## src/pin_cfg_pkg.sv

```systemverilog
package pin_cfg_pkg;

    localparam int NGP = 6;
    localparam int NPIN = 8;
    localparam int PIN_RTS = 0;
    localparam int PIN_CTS = 1;
    localparam int PIN_HD = 2;
    localparam int PIN_TXT = 3;
    localparam int PIN_RXT = 4;
    localparam int PIN_CD = 5;
    localparam int PIN_STA = 6;
    localparam int PIN_STB = 7;

    localparam logic [7:0] A_FUNC = 8'h00;
    localparam logic [7:0] A_DIR = 8'h04;
    localparam logic [7:0] A_DOUT = 8'h08;
    localparam logic [7:0] A_OD = 8'h0C;
    localparam logic [7:0] A_PU = 8'h10;
    localparam logic [7:0] A_PD = 8'h14;
    localparam logic [7:0] A_STAT = 8'h18;
    localparam logic [7:0] A_GPIN = 8'h1C;
    localparam logic [7:0] A_STATUS = 8'h20;

    // Status condition select: bit 0 bus reset, 1 suspend, 2 power, 3 high.
    localparam int SC_RST = 0;
    localparam int SC_SUSP = 1;
    localparam int SC_PWR = 2;
    localparam int SC_POL = 3;
    localparam logic [7:0] POWER_LIMIT = 8'h32;

    localparam int TOGGLE_MS = 100;
    localparam int CLK_NS = 100;
    localparam int TOGGLE_CYC = TOGGLE_MS * 1000000 / CLK_NS;
    localparam int CNT_W = 20;

    typedef struct packed {
        logic       bus_reset;
        logic       suspend;
        logic       configured;
        logic [7:0] max_power;
    } usb_state_t;

    typedef struct packed {
        logic rts_n;
        logic de;
        logic rx_active;
        logic tx_active;
    } uart_side_t;

    typedef struct packed {
        logic [NGP-1:0]  func;
        logic            rts485;
        logic [NGP-1:0]  dir;
        logic [NGP-1:0]  dout;
        logic [NPIN-1:0] od;
        logic [NPIN-1:0] pu;
        logic [NPIN-1:0] pd;
        logic [3:0]      stat_a;
        logic [3:0]      stat_b;
    } cfg_t;

    localparam cfg_t CFG_DEF = '{
        func:   6'h1F,
        rts485: 1'b0,
        dir:    6'h00,
        dout:   6'h00,
        od:     8'hC1,
        pu:     8'h22,
        pd:     8'h00,
        stat_a: 4'hA,
        stat_b: 4'h2
    };

endpackage
```

## src/pin_cfg.sv

```systemverilog
`timescale 1ns/1ps

// What this block does
// Carrier pin: GPIO input pulled up, else carrier
// Status B: same conditions, default low suspend
// Receive indicator toggles about 10 Hz while receiving
// Transmit indicator toggles about 10 Hz while sending
// Half-duplex pin defaults to high direction enable
// Clear-to-send pin defaults to pulled-up input
// Request pin: GPIO, request or direction, open-drain
// Pin type set by register or OTP
// Pulls stay enabled during suspend
// OTP setting applies from next power-up
// Bus reset disables pulls until released
// Bus reset or power-up drops register settings
// Open-drain pins drive only low
// Power condition depends on max power threshold
// Idle indicators hold a steady level
module pin_cfg
    import pin_cfg_pkg::*;
#(
    parameter int TCYC = TOGGLE_CYC
) (
    input  wire logic            i_mclk,
    input  wire logic            i_resetn,
    input  wire logic            i_ce,
    input  wire logic [7:0]      i_addr,
    input  wire logic [31:0]     i_wdata,
    input  wire logic            i_wr,
    input  wire logic            i_rd,
    output logic      [31:0]     o_rdata,
    input  wire logic            i_otp_valid,
    input  wire cfg_t            i_otp_cfg,
    input  wire usb_state_t      i_usb,
    input  wire uart_side_t      i_uart,
    input  wire logic [NGP-1:0]  i_pin_in,
    output logic      [NPIN-1:0] o_pin_out,
    output logic      [NPIN-1:0] o_pin_oe,
    output logic      [NPIN-1:0] o_pull_up,
    output logic      [NPIN-1:0] o_pull_dn,
    output logic                 o_cd_n,
    output logic                 o_cts_n
);

    if (TCYC < 2 || TCYC > (2 ** CNT_W)) begin : g_chk
        $error("TCYC out of range for the indicator counter.");
    end

    typedef struct packed {
        cfg_t            cfg;
        cfg_t            base;
        logic            otp_done;
        logic [NGP-1:0]  s1;
        logic [NGP-1:0]  s2;
        logic [NGP-1:0]  s3;
        logic [NGP-1:0]  pin_in;
        logic            ind_rx;
        logic            ind_tx;
        logic [CNT_W-1:0] cnt_rx;
        logic [CNT_W-1:0] cnt_tx;
        logic            lvl_a;
        logic            lvl_b;
        logic [NPIN-1:0] pin_out;
        logic [NPIN-1:0] pin_oe;
        logic [NPIN-1:0] pull_up;
        logic [NPIN-1:0] pull_dn;
        logic            cd_n;
        logic            cts_n;
        logic [31:0]     rdata;
    } state_t;

    localparam state_t ST_RST = '{
        cfg:     CFG_DEF,
        base:    CFG_DEF,
        ind_rx:  1'b1,
        ind_tx:  1'b1,
        // Synchroniser starts at the pulled-up idle level, so the modem
        // inputs do not falsely assert for a few cycles after reset.
        s1:      CFG_DEF.pu[NGP-1:0],
        s2:      CFG_DEF.pu[NGP-1:0],
        s3:      CFG_DEF.pu[NGP-1:0],
        pin_in:  CFG_DEF.pu[NGP-1:0],
        pull_up: CFG_DEF.pu,
        pull_dn: CFG_DEF.pd,
        cd_n:    1'b1,
        cts_n:   1'b1,
        default: '0
    };

    localparam logic [CNT_W-1:0] CNT_LAST = CNT_W'(TCYC - 1);

    state_t          st;
    state_t          nxt;
    logic [NPIN-1:0] lvl;
    logic [NPIN-1:0] drv;

    // Open-drain pins never drive high; the weak pull-up gives the high.
    function automatic logic [1:0] drive(input logic l, input logic d,
                                         input logic od);
        if (od) begin
            drive = {d & ~l, 1'b0};
        end else begin
            drive = {d, l};
        end
    endfunction

    // Idle holds high; active toggles every TCYC cycles.
    function automatic logic [CNT_W:0] blink(input logic act,
                                             input logic l,
                                             input logic [CNT_W-1:0] c);
        if (!act) begin
            blink = {1'b1, {CNT_W{1'b0}}};
        end else if (c == CNT_LAST) begin
            blink = {~l, {CNT_W{1'b0}}};
        end else begin
            blink = {l, c + 1'b1};
        end
    endfunction

    function automatic logic stat_level(input logic [3:0] sel,
                                        input usb_state_t u);
        logic pwr;
        logic hit;
        if (u.max_power > POWER_LIMIT) begin
            pwr = u.suspend | ~u.configured;
        end else begin
            pwr = u.suspend;
        end
        hit = (sel[SC_RST] & u.bus_reset) | (sel[SC_SUSP] & u.suspend)
            | (sel[SC_PWR] & pwr);
        stat_level = sel[SC_POL] ? hit : ~hit;
    endfunction

    always_comb begin
        nxt = st;
        lvl = '0;
        drv = '0;
        nxt.s1 = i_pin_in;
        nxt.s2 = st.s1;
        nxt.s3 = st.s2;
        if (st.s2 == st.s3) begin
            nxt.pin_in = st.s3;
        end
        // OTP is sampled once after power-up only, so later OTP writes wait.
        if (!st.otp_done) begin
            nxt.otp_done = 1'b1;
            if (i_otp_valid) begin
                nxt.base = i_otp_cfg;
                nxt.cfg = i_otp_cfg;
            end
        end else if (i_usb.bus_reset) begin
            nxt.cfg = st.base;
        end else if (i_wr) begin
            unique case (i_addr)
                A_FUNC: begin
                    nxt.cfg.func = i_wdata[NGP-1:0];
                    nxt.cfg.rts485 = i_wdata[NGP];
                end
                A_DIR: nxt.cfg.dir = i_wdata[NGP-1:0];
                A_DOUT: nxt.cfg.dout = i_wdata[NGP-1:0];
                A_OD: nxt.cfg.od = i_wdata[NPIN-1:0];
                A_PU: nxt.cfg.pu = i_wdata[NPIN-1:0];
                A_PD: nxt.cfg.pd = i_wdata[NPIN-1:0];
                A_STAT: begin
                    nxt.cfg.stat_a = i_wdata[3:0];
                    nxt.cfg.stat_b = i_wdata[7:4];
                end
                default: ;
            endcase
        end

        {nxt.ind_rx, nxt.cnt_rx} = blink(i_uart.rx_active, st.ind_rx,
                                         st.cnt_rx);
        {nxt.ind_tx, nxt.cnt_tx} = blink(i_uart.tx_active, st.ind_tx,
                                         st.cnt_tx);
        nxt.lvl_a = stat_level(st.cfg.stat_a, i_usb);
        nxt.lvl_b = stat_level(st.cfg.stat_b, i_usb);

        lvl[NGP-1:0] = st.cfg.dout;
        drv[NGP-1:0] = st.cfg.dir;
        if (st.cfg.func[PIN_RTS]) begin
            lvl[PIN_RTS] = st.cfg.rts485 ? i_uart.de : i_uart.rts_n;
            drv[PIN_RTS] = 1'b1;
        end
        if (st.cfg.func[PIN_CTS]) begin
            drv[PIN_CTS] = 1'b0;
        end
        if (st.cfg.func[PIN_HD]) begin
            lvl[PIN_HD] = i_uart.de;
            drv[PIN_HD] = 1'b1;
        end
        if (st.cfg.func[PIN_TXT]) begin
            lvl[PIN_TXT] = nxt.ind_tx;
            drv[PIN_TXT] = 1'b1;
        end
        if (st.cfg.func[PIN_RXT]) begin
            lvl[PIN_RXT] = nxt.ind_rx;
            drv[PIN_RXT] = 1'b1;
        end
        if (st.cfg.func[PIN_CD]) begin
            drv[PIN_CD] = 1'b0;
        end
        lvl[PIN_STA] = nxt.lvl_a;
        drv[PIN_STA] = 1'b1;
        lvl[PIN_STB] = nxt.lvl_b;
        drv[PIN_STB] = 1'b1;
        for (int i = 0; i < NPIN; i++) begin
            {nxt.pin_oe[i], nxt.pin_out[i]} =
                drive(lvl[i], drv[i], st.cfg.od[i]);
        end

        // Suspend is deliberately not a term here: pulls must hold.
        if (i_usb.bus_reset) begin
            nxt.pull_up = '0;
            nxt.pull_dn = '0;
        end else begin
            nxt.pull_up = st.cfg.pu;
            nxt.pull_dn = st.cfg.pd;
        end
        nxt.cd_n = st.cfg.func[PIN_CD] ? st.pin_in[PIN_CD] : 1'b1;
        nxt.cts_n = st.cfg.func[PIN_CTS] ? st.pin_in[PIN_CTS] : 1'b1;

        nxt.rdata = '0;
        if (i_rd) begin
            unique case (i_addr)
                A_FUNC: nxt.rdata[NGP:0] = {st.cfg.rts485, st.cfg.func};
                A_DIR: nxt.rdata[NGP-1:0] = st.cfg.dir;
                A_DOUT: nxt.rdata[NGP-1:0] = st.cfg.dout;
                A_OD: nxt.rdata[NPIN-1:0] = st.cfg.od;
                A_PU: nxt.rdata[NPIN-1:0] = st.cfg.pu;
                A_PD: nxt.rdata[NPIN-1:0] = st.cfg.pd;
                A_STAT: nxt.rdata[7:0] = {st.cfg.stat_b, st.cfg.stat_a};
                A_GPIN: nxt.rdata[NGP-1:0] = st.pin_in;
                A_STATUS: nxt.rdata[5:0] = {st.otp_done, st.lvl_b,
                    st.lvl_a, i_usb.configured, i_usb.bus_reset,
                    i_usb.suspend};
                default: ;
            endcase
        end
    end

    always_ff @(posedge i_mclk or negedge i_resetn) begin
        if (!i_resetn) begin
            st <= ST_RST;
        end else if (i_ce) begin
            st <= nxt;
        end
    end

    assign o_rdata = st.rdata;
    assign o_pin_out = st.pin_out;
    assign o_pin_oe = st.pin_oe;
    assign o_pull_up = st.pull_up;
    assign o_pull_dn = st.pull_dn;
    assign o_cd_n = st.cd_n;
    assign o_cts_n = st.cts_n;
endmodule

```

## config.mk

```make
export PLATFORM = sky130hd
export DESIGN_NAME = pin_cfg
export DESIGN_NICKNAME = d
export VERILOG_FILES = /design/src/pin_cfg_pkg.sv /design/src/pin_cfg.sv
export SDC_FILE = /design/constraint.sdc
export NUM_CORES = 1
export LEC_CHECK = 0
export BUFFER_PORTS_ARGS = -buffer_cell sky130_fd_sc_hd__clkbuf_2
export CORE_MARGIN = 2
export CORE_UTILIZATION = 44
export CTS_CLUSTER_DIAMETER = 60
export CTS_CLUSTER_SIZE = 20
export DETAILED_ROUTE_END_ITERATION = 6
export PLACE_DENSITY = 0.64
export RECOVER_POWER = 25
export SETUP_SLACK_MARGIN = 0.1
export SYNTH_ARGS = -nofsm -noshare
export SYNTH_HDL_FRONTEND = slang
export SYNTH_SLANG_ARGS = --single-unit
export TNS_END_PERCENT = 50
```

## constraint.sdc

```tcl
create_clock -name i_mclk -period 2.25 [get_ports i_mclk]
set_clock_uncertainty 0.05 [all_clocks]
set_input_delay 0.45 -clock i_mclk [delete_from_list [all_inputs] [get_ports i_mclk]]
set_output_delay 0.45 -clock i_mclk [all_outputs]
set_load 0.02 [all_outputs]
```

* Word-level counts from Yosys, hierarchy flattened
Cells that the tools add are included.
Operators by class: $add $sub $neg 2, order comparisons 1, equal/unequal tests 19, muxes and demuxes 44, bitwise gates (word level) 31, reductions and logical operators 11
Operators with widths (number):
- two-way mux 51 bit | 3
- two-way mux 102 bit | 1
- two-way mux 21 bit | 4
- case mux 6 bit (9 select lines) | 1
- adder 20 x 1 -> 20 bit (second input constant) | 2
- == test 20 bit (second input constant) | 2
- two-way mux 8 bit | 5
- == test 8 x 5 -> 1 bit (second input constant) | 4
- AND reduction 4 bit | 7
- != test 3 x 2 -> 1 bit (second input constant) | 7
- == test 8 x 4 -> 1 bit (second input constant) | 2
- two-way mux 1 bit | 16
- two-way mux 16 bit | 1
- two-way mux 2 bit | 8
- inverter 1 bit | 14
- AND 1 bit | 12
- two-way mux 6 bit | 2
- == test 8 x 3 -> 1 bit (second input constant) | 1
- == test 8 x 6 -> 1 bit (second input constant) | 1
- greater-than comparator 8 x 6 -> 1 bit (second input constant) | 1
- zero test 8 bit | 1
- two-way mux 7 bit | 1
- == test 6 bit | 1
- bitwise OR 1 bit | 5
- 6 further kinds | 6
Storage, ports and cells: register bits after elaboration 213, input bits 118

* Longest topological paths before layout
Gate-level depths: netlist of run 1.
depth in word-level cells 9, depth in mapped cells 8

* Least setup slack after synthesis of run 1
OpenSTA, ideal clock, no wires.
path type register to register, start reg st[68] in the netlist's numbering, end reg st (netlist bit o_pin_out[3]), arrival time 1750 ps, slack 324 ps, stages on the path, launching flop included 7, buffers on the path 0, clock period less this slack 1926 ps, path through dfrtp_1 -> ha_1 -> nand3_1 -> or3_1 -> nor2_1 -> xor2_1 -> a221o_1
Between the ends: longest elaborated chain between the ends 5
RTL lines:
- start, declared | line pin_cfg.sv:92 | state_t st;
- start signal, assigned | line pin_cfg.sv:246 | st <= nxt;
- == test 20 bit | line pin_cfg.sv:113 | end else if (c == CNT_LAST) begin
- two-way mux 21 bit | line pin_cfg.sv:113
- two-way mux 21 bit | line pin_cfg.sv:111 | if (!act) begin
- two-way mux 1 bit | line pin_cfg.sv:192 | if (st.cfg.func[PIN_TXT]) begin
- two-way mux 2 bit | line pin_cfg.sv:100 | if (od) begin
Every way passes these cells. A chain may end at the register's enable or synchronous reset.

==> Implementation_results.wiki, run 1 <==
{| class="wikitable"
! Metric !! Value
|-
| Net count, final || 1350
|-
| Stage delay of the slowest cell on the critical path || 0.75 ns
|-
| Length in cells of the worst reg-to-reg path || 6
|-
| Routed len/inst || 18.3 um
|-
| Cells along the critical path || clkbuf_1 -> inv_1 -> clkbuf_1 -> a2111oi_0 -> a21o_1
|-
| Most frequent standard cell in the layout excluding fill and tap cells || nand2_1
|-
| Synth warnings || 0
|-
| Path class of the lowest-slack min-delay path || in -> reg
|-
| Total chip power || 10200 uW
|-
| Num CTS Buffers || 21
|-
| Routed wire length || 28600 um
|-
| Clock edge transition at the registers on the reported setup and hold paths || 0.07 ns
|-
| Power density of the placed cells || 804 mW/mm^2
|-
| VDD IR max || 482 uV
|-
| Starting DRC count in detailed routing || 654
|-
| Via count of the first global-routing pass || 8037
|-
| Die Span X || 162 um
|-
| Number of max-cap violations || 0
|-
| Async S/R FF share, synth || 100%
|-
| Cell row count || 57
|-
| Number of antenna violations at the first check in global routing || 0
|-
| Sequential cell area || 0.00538 mm^2
|-
| Slew at the pin with the worst max-slew slack || 1.24 ns
|-
| Final HPWL DP || 21000 um
|-
| Setup crit start || i_ce
|-
| Core region area || 0.0245 mm^2
|-
| Worst hold margin || 0.115 ns
|-
| First drt pass iteration count || 5
|-
| Maximum count of clock buffers along a single path || 3
|-
| P&R area growth vs syn || 14.8%
|-
| DRC violation count after routing || 0
|-
| Critical path required time || 2.65 ns
|-
| Multi-input logic area || 0.00490 mm^2
|-
| Clock tree from TritonCTS || yes
|-
| GRT met3 Usage || 3.19%
|-
| Number of input and output port buffers inserted || 135
|-
| Post-synth EDFFs || 0
|-
| Setup TNS || 0 ns
|-
| Most common flop cell mapped by yosys || dfrtp_1
|-
| Global-route wire length before repair || 45100 um
|-
| Global-route met1 utilization || 33.4%
|-
| Setup slack of the worst register-to-register path || 0.19 ns
|-
| Core occupancy in the finished layout || 51.8%
|-
| Post_cts resized || 0
|-
| Ratio of final minimum period to clock period || 95.0%
|-
| FF+latch count, synth || 213
|-
| Global-route track usage on met2 || 32.1%
|-
| Critical Setup Path Class || in -> reg
|-
| Routing layer with the top usage in global route || met1
|-
| Kind of launch point of the worst setup path || input pin
|-
| Max H-tree Level || 1
|-
| Setup repair after global routing missed its margin || true
|-
| GRT Util Overall || 21.7%
|-
| Via total after detailed routing || 8478
|-
| Remaining global-route overflow || 0
|-
| Post-synth design cell area || 0.0110 mm^2
|-
| Most used cells in the layout excluding fill and tap cells || 182 x nand2_1, 172 x dfrtp_1, 135 x clkbuf_2
|-
| Number of different library cells in the post-synthesis netlist || 70
|-
| Proportion of netlist area held by the largest area contributor || 39.3%
|-
| Worst EP arrival || 2.54 ns
|-
| Cell chosen for the clock root || clkbuf_16
|-
| Rel. slew slack || 17.4%
|-
| Fill cells || 2259
|-
| Overall die area || 0.0263 mm^2
|-
| Worst setup path endpoint || o_pin_oe[1]
|-
| Reg2reg start || st[68]
|-
| Inserted Diodes || 0
|-
| Synthesized netlist cell count || 1123
|-
| Final Hold Fails || 0
|-
| Total clock sinks || 213
|-
| Initial core utilization || 45.1%
|-
| Cell at the slowest stage of the critical path || a2111oi_0
|-
| Dominant cell type by area after synthesis || dfrtp_1
|-
| Die height || 162 um
|-
| Remaining number of nets flagged by the antenna check after routing || 0
|-
| Type of destination of the critical path || flip-flop
|-
| Top-level I/O count || 184
|-
| Final weighted congestion of routability-driven global placement || 0.953
|-
| Seq/Total Area, Yosys || 48.8%
|-
| Proportion of layout cells with a drive suffix above 1 || 28.8%
|-
| Slew Viols, Final || 0
|-
| Post-detailed-route via-to-cell ratio || 5.40
|-
| Cell with the most instances on the worst path || clkbuf_1
|-
| Critical path fanouts, max || 21
|-
| RR Endpoint || o_pin_out[3]
|-
| Leakage power summed over all cells || 0.00584 uW
|-
| Final worst path period need || 2.14 ns
|-
| Run status || finished clean
|-
| Maximum number of pins on one net before global-route repair || 52
|-
| Later-pin clock latency in the skew report || 0.52 ns
|-
| Top achievable clock speed || 0.468 GHz
|-
| Number of setup violations in the final report || 0
|-
| Average footprint of a synthesized cell || 9.82 um^2
|-
| Leading cell types by total area after synthesis || dfrtp_1 39%, dfstp_2 9.5%, mux2_2 8.1%, nand2_1 6.2%, buf_4 4.4%
|}
Yosys cell counts, types with 6 or more instances:
cell	instances
xnor2_1	13
clkbuf_1	29
nand4_1	13
buf_2	16
o2bb2ai_1	7
a22oi_1	60
buf_4	65
xor2_1	20
a21o_1	11
nor3_1	14
mux2i_1	15
nor2b_1	10
o21ai_1	14
nand3_1	23
nor2_1	70
buf_1	15
o21ai_0	52
nand2b_1	12
and3_1	9
dfstp_2	40
mux2_2	79
nand2_1	183
a21oi_1	37
dfrtp_1	173
o221ai_1	6
inv_1	29
or3_1	7
nand3b_1	17
what timing repair did:
item | CTS | global route
endpoints found under the hold margin | 30 | 0
hold buffers | 1 | 0
setup buffers | 0 | 1
endpoints found under the setup margin | 0 | 3
cell families (layout without fill, tap and decap cells):
kind of cell,Yosys count,in the layout,synth area share (%)
compound gates,234,234,14.1
simple gates,391,391,17.0
fa+ha+maj,2,2,0.227
buf+inv,154,253,7.63
flops,213,213,48.8
other cells,1,24,0.0340
mux,95,95,9.63
xor+xnor,33,33,2.62
registers in the layout (all words and copies together), names as in the netlist:
signal,count
o_cd_n,1
o_rdata,8
o_pull_up,8
lvl,2
o_cts_n,1
o_pull_dn,8
o_pin_oe,8
st,157
o_pin_out,8
nxt,12
worst min-delay path by stage:
stage / start / to / slack, ns / cells after the start
after floorplan: i_resetn / lvl[1] / 0.10 / 0
after global placement: i_resetn / st[101] / 0.36 / 1
after detailed placement: i_resetn / st[102] / 0.36 / 1
after CTS: i_pin_in[5] / nxt[127] / 0.10 / 2
after global routing: i_pin_in[5] / nxt[127] / 0.11 / 2
final: i_pin_in[4] / nxt[126] / 0.12 / 2
area by class of cell:
| class | instances | area share [%] |
|---|---|---|
| Clock buffer | 21 | 4.15 |
| Clock inverter | 17 | 1.71 |
| Inverter | 29 | 0.859 |
| Multi-Input combinational cell | 779 | 38.7 |
| Sequential cell | 213 | 42.5 |
| Tap cell | 324 | 3.20 |
| Timing Repair Buffer | 186 | 8.88 |
per-layer routing:
| layer | share of wire, % | routed length, um |
|---|---|---|
| met5 | 0 | 0 |
| met4 | 2.2 | 644 |
| met3 | 6.6 | 1880 |
| met2 | 44 | 12500 |
| met1 | 47 | 13600 |
stage by stage:
step	instances	area (um^2)	worst slack, ns
finish	1569	12700	0.112
global route	1569	12700	0.0727
CTS	1568	12700	0.203
detailed placement	1529	11900	0.185
global placement	1529	11900	0.216
floorplan	1146	11100	0.324
critical path, delay by kind of cell:
kind | cells | cell delay [ns]
AOI/OAI and AO/OA | 2 | 0.89
buffers and inverters | 3 | 1.18
where the power goes:
part,total (uW),internal (uW),switching [uW]
Clock,3740,2030,1710
Sequential,4840,4380,455
Combinational,1600,679,920
Total,10200,7100,3080
Note: power is estimated with default switching activity, not from simulation.
==> run 2, diff against run 1 <==
CTS_BUF_LIST = sky130_fd_sc_hd__clkbuf_8   (was unset)
==> run 2 against run 1 <==
Compared with the run above:
- critical path depth rose by 1
- wire length shrank 0.88%
- via count decreased by 0.38%
- total power shrank 9.4%
- largest cell class unchanged
- first-iteration DRC count down 0.61%
- sequential power about the same
==> Implementation_results.wiki, run 2 (same netlist as run 1, synthesis figures left out) <==
{| class="wikitable"
! Metric !! Value
|-
| Setup crit start || st[68]
|-
| Clock tree from TritonCTS || yes
|-
| Global-route wire length before repair || 44700 um
|-
| Number of input and output port buffers inserted || 135
|-
| Length in cells of the worst reg-to-reg path || 6
|-
| Number of antenna violations at the first check in global routing || 0
|-
| Most used cells in the layout excluding fill and tap cells || 182 x nand2_1, 172 x dfrtp_1, 135 x clkbuf_2
|-
| Maximum number of pins on one net before global-route repair || 52
|-
| Run status || finished clean
|-
| Critical Setup Path Class || reg -> reg
|-
| Ratio of final minimum period to clock period || 91.7%
|-
| Routing layer with the top usage in global route || met1
|-
| Post-detailed-route via-to-cell ratio || 5.38
|-
| Clock edge transition at the registers on the reported setup and hold paths || 0.12 ns
|-
| Setup slack of the worst register-to-register path || 0.19 ns
|-
| Slew at the pin with the worst max-slew slack || 1.24 ns
|-
| Global-route met1 utilization || 33.2%
|-
| Routed wire length || 28400 um
|-
| Cell chosen for the clock root || clkbuf_8
|-
| Cell row count || 57
|-
| Slew Viols, Final || 0
|-
| Top-level I/O count || 184
|-
| Type of destination of the critical path || flip-flop
|-
| Initial core utilization || 45.1%
|-
| VDD IR max || 571 uV
|-
| Final weighted congestion of routability-driven global placement || 0.953
|-
| Starting DRC count in detailed routing || 650
|-
| Global-route track usage on met2 || 31.8%
|-
| Num CTS Buffers || 21
|-
| Path class of the lowest-slack min-delay path || in -> reg
|-
| Die height || 162 um
|-
| Final HPWL DP || 21000 um
|-
| Largest Register || st
|-
| Overall die area || 0.0263 mm^2
|-
| Max H-tree Level || 1
|-
| Top achievable clock speed || 0.485 GHz
|-
| Setup TNS || 0 ns
|-
| Maximum count of clock buffers along a single path || 3
|-
| GRT Util Overall || 21.5%
|-
| Fill cells || 2289
|-
| Final worst path period need || 2.06 ns
|-
| Max reg flops || 157
|-
| Die Span X || 162 um
|-
| Remaining number of nets flagged by the antenna check after routing || 0
|-
| Routed len/inst || 18.1 um
|-
| DRC violation count after routing || 0
|-
| Proportion of layout cells with a drive suffix above 1 || 28.8%
|-
| Total chip power || 9230 uW
|-
| First drt pass iteration count || 7
|-
| Power density of the placed cells || 742 mW/mm^2
|-
| Worst EP arrival || 2.45 ns
|-
| Remaining global-route overflow || 0
|-
| GRT met3 Usage || 2.99%
|-
| Via count of the first global-routing pass || 7963
|-
| Later-pin clock latency in the skew report || 0.56 ns
|-
| Critical path fanouts, max || 4
|-
| Critical hold path startpoint || i_otp_cfg[23]
|-
| Reg2reg start || st[68]
|-
| Final Hold Fails || 0
|-
| P&R area growth vs syn || 12.7%
|-
| Post_cts resized || 0
|-
| Total placed cells including tap cells || 1529
|-
| Critical path required time || 2.64 ns
|-
| Leakage power summed over all cells || 0.00573 uW
|-
| Via total after detailed routing || 8446
|-
| Setup repair after global routing missed its margin || true
|-
| Most frequent standard cell in the layout excluding fill and tap cells || nand2_1
|-
| Depth of the worst hold-timing path || 2
|-
| Core region area || 0.0245 mm^2
|-
| Number of setup violations in the final report || 0
|-
| Total clock sinks || 213
|-
| Number of max-cap violations || 0
|-
| Rel. slew slack || 17.5%
|-
| Hold EP || st[158]
|-
| RR Endpoint || o_pin_out[3]
|-
| Net count, final || 1350
|-
| Inserted Diodes || 0
|-
| Final standard cell count with taps included and fillers excluded || 1569
|-
| Kind of launch point of the worst setup path || flip-flop
|}
==> run 2: worst max path at each step <==
| stage | cells past startpoint | slack (ns) | endpoint |
|---|---|---|---|
| 2_1_floorplan | 6 | 0.32 | o_pin_out[3] |
| 3_3_place_gp | 5 | 0.22 | o_rdata[3] |
| 3_5_place_dp | 5 | 0.18 | o_rdata[3] |
| 4_1_cts | 6 | 0.20 | o_pin_out[3] |
| 5_1_grt | 6 | 0.09 | o_pin_out[3] |
| 6_report | 6 | 0.19 | o_pin_out[3] |
==> run 2: layer usage <==
layer | routed length (um) | vias up | share of wire, %
met5 | 0 | - | 0
met4 | 683 | 0 | 2.4
met3 | 1820 | 42 | 6.4
met2 | 12300 | 279 | 43
met1 | 13600 | 4060 | 48
li1 | - | 4065 | -
==> run 2: layout make-up <==
type                       instances  area (um^2)  share of cell area, %
timing repair buffer             186         1120                   9.05
sequential                       213         5380                   43.3
clock inverter                    17          215                   1.73
clock buffer                      21          289                   2.33
tap                              324          405                   3.26
inverter                          29          109                  0.876
multi-input combinational        779         4900                   39.5
==> run 2: critical path: stages (launching register included) <==
cell and delay, ns:
dfrtp_1 0.42, ha_1 0.22, nand3_1 0.11, or3_1 0.41
nor2_1 0.26, xor2_1 0.15, a221o_1 0.34
==> run 2: report_power, final <==
group	internal, uW	switching, uW	leakage (uW)	total [uW]
sequential	4380	455	0.00264	4840
clock	1220	1580	0.000248	2790
combinational	679	917	0.00284	1600
==> run 2: per-stage QoR <==
stage	instance area, um^2	util (%)	setup WS (ns)	hold WS [ns]
6_report	12400	50.8	0.186	0.0743
5_1_grt	12400	50.8	0.0899	0.0555
4_1_cts	12400	50.9	0.202	0.0480
3_5_place_dp	11900	48.8	0.185	0.365
3_3_place_gp	11900	48.8	0.216	0.362
2_1_floorplan	11100	-	0.324	0.104
==> run 2: what timing repair did <==
| item | in CTS | in global routing |
|---|---|---|
| hold buffers | 1 | 0 |
| setup endpoints to repair | 0 | 3 |
| buffers inserted | 0 | 1 |
| endpoints found under the hold margin | 30 | 0 |
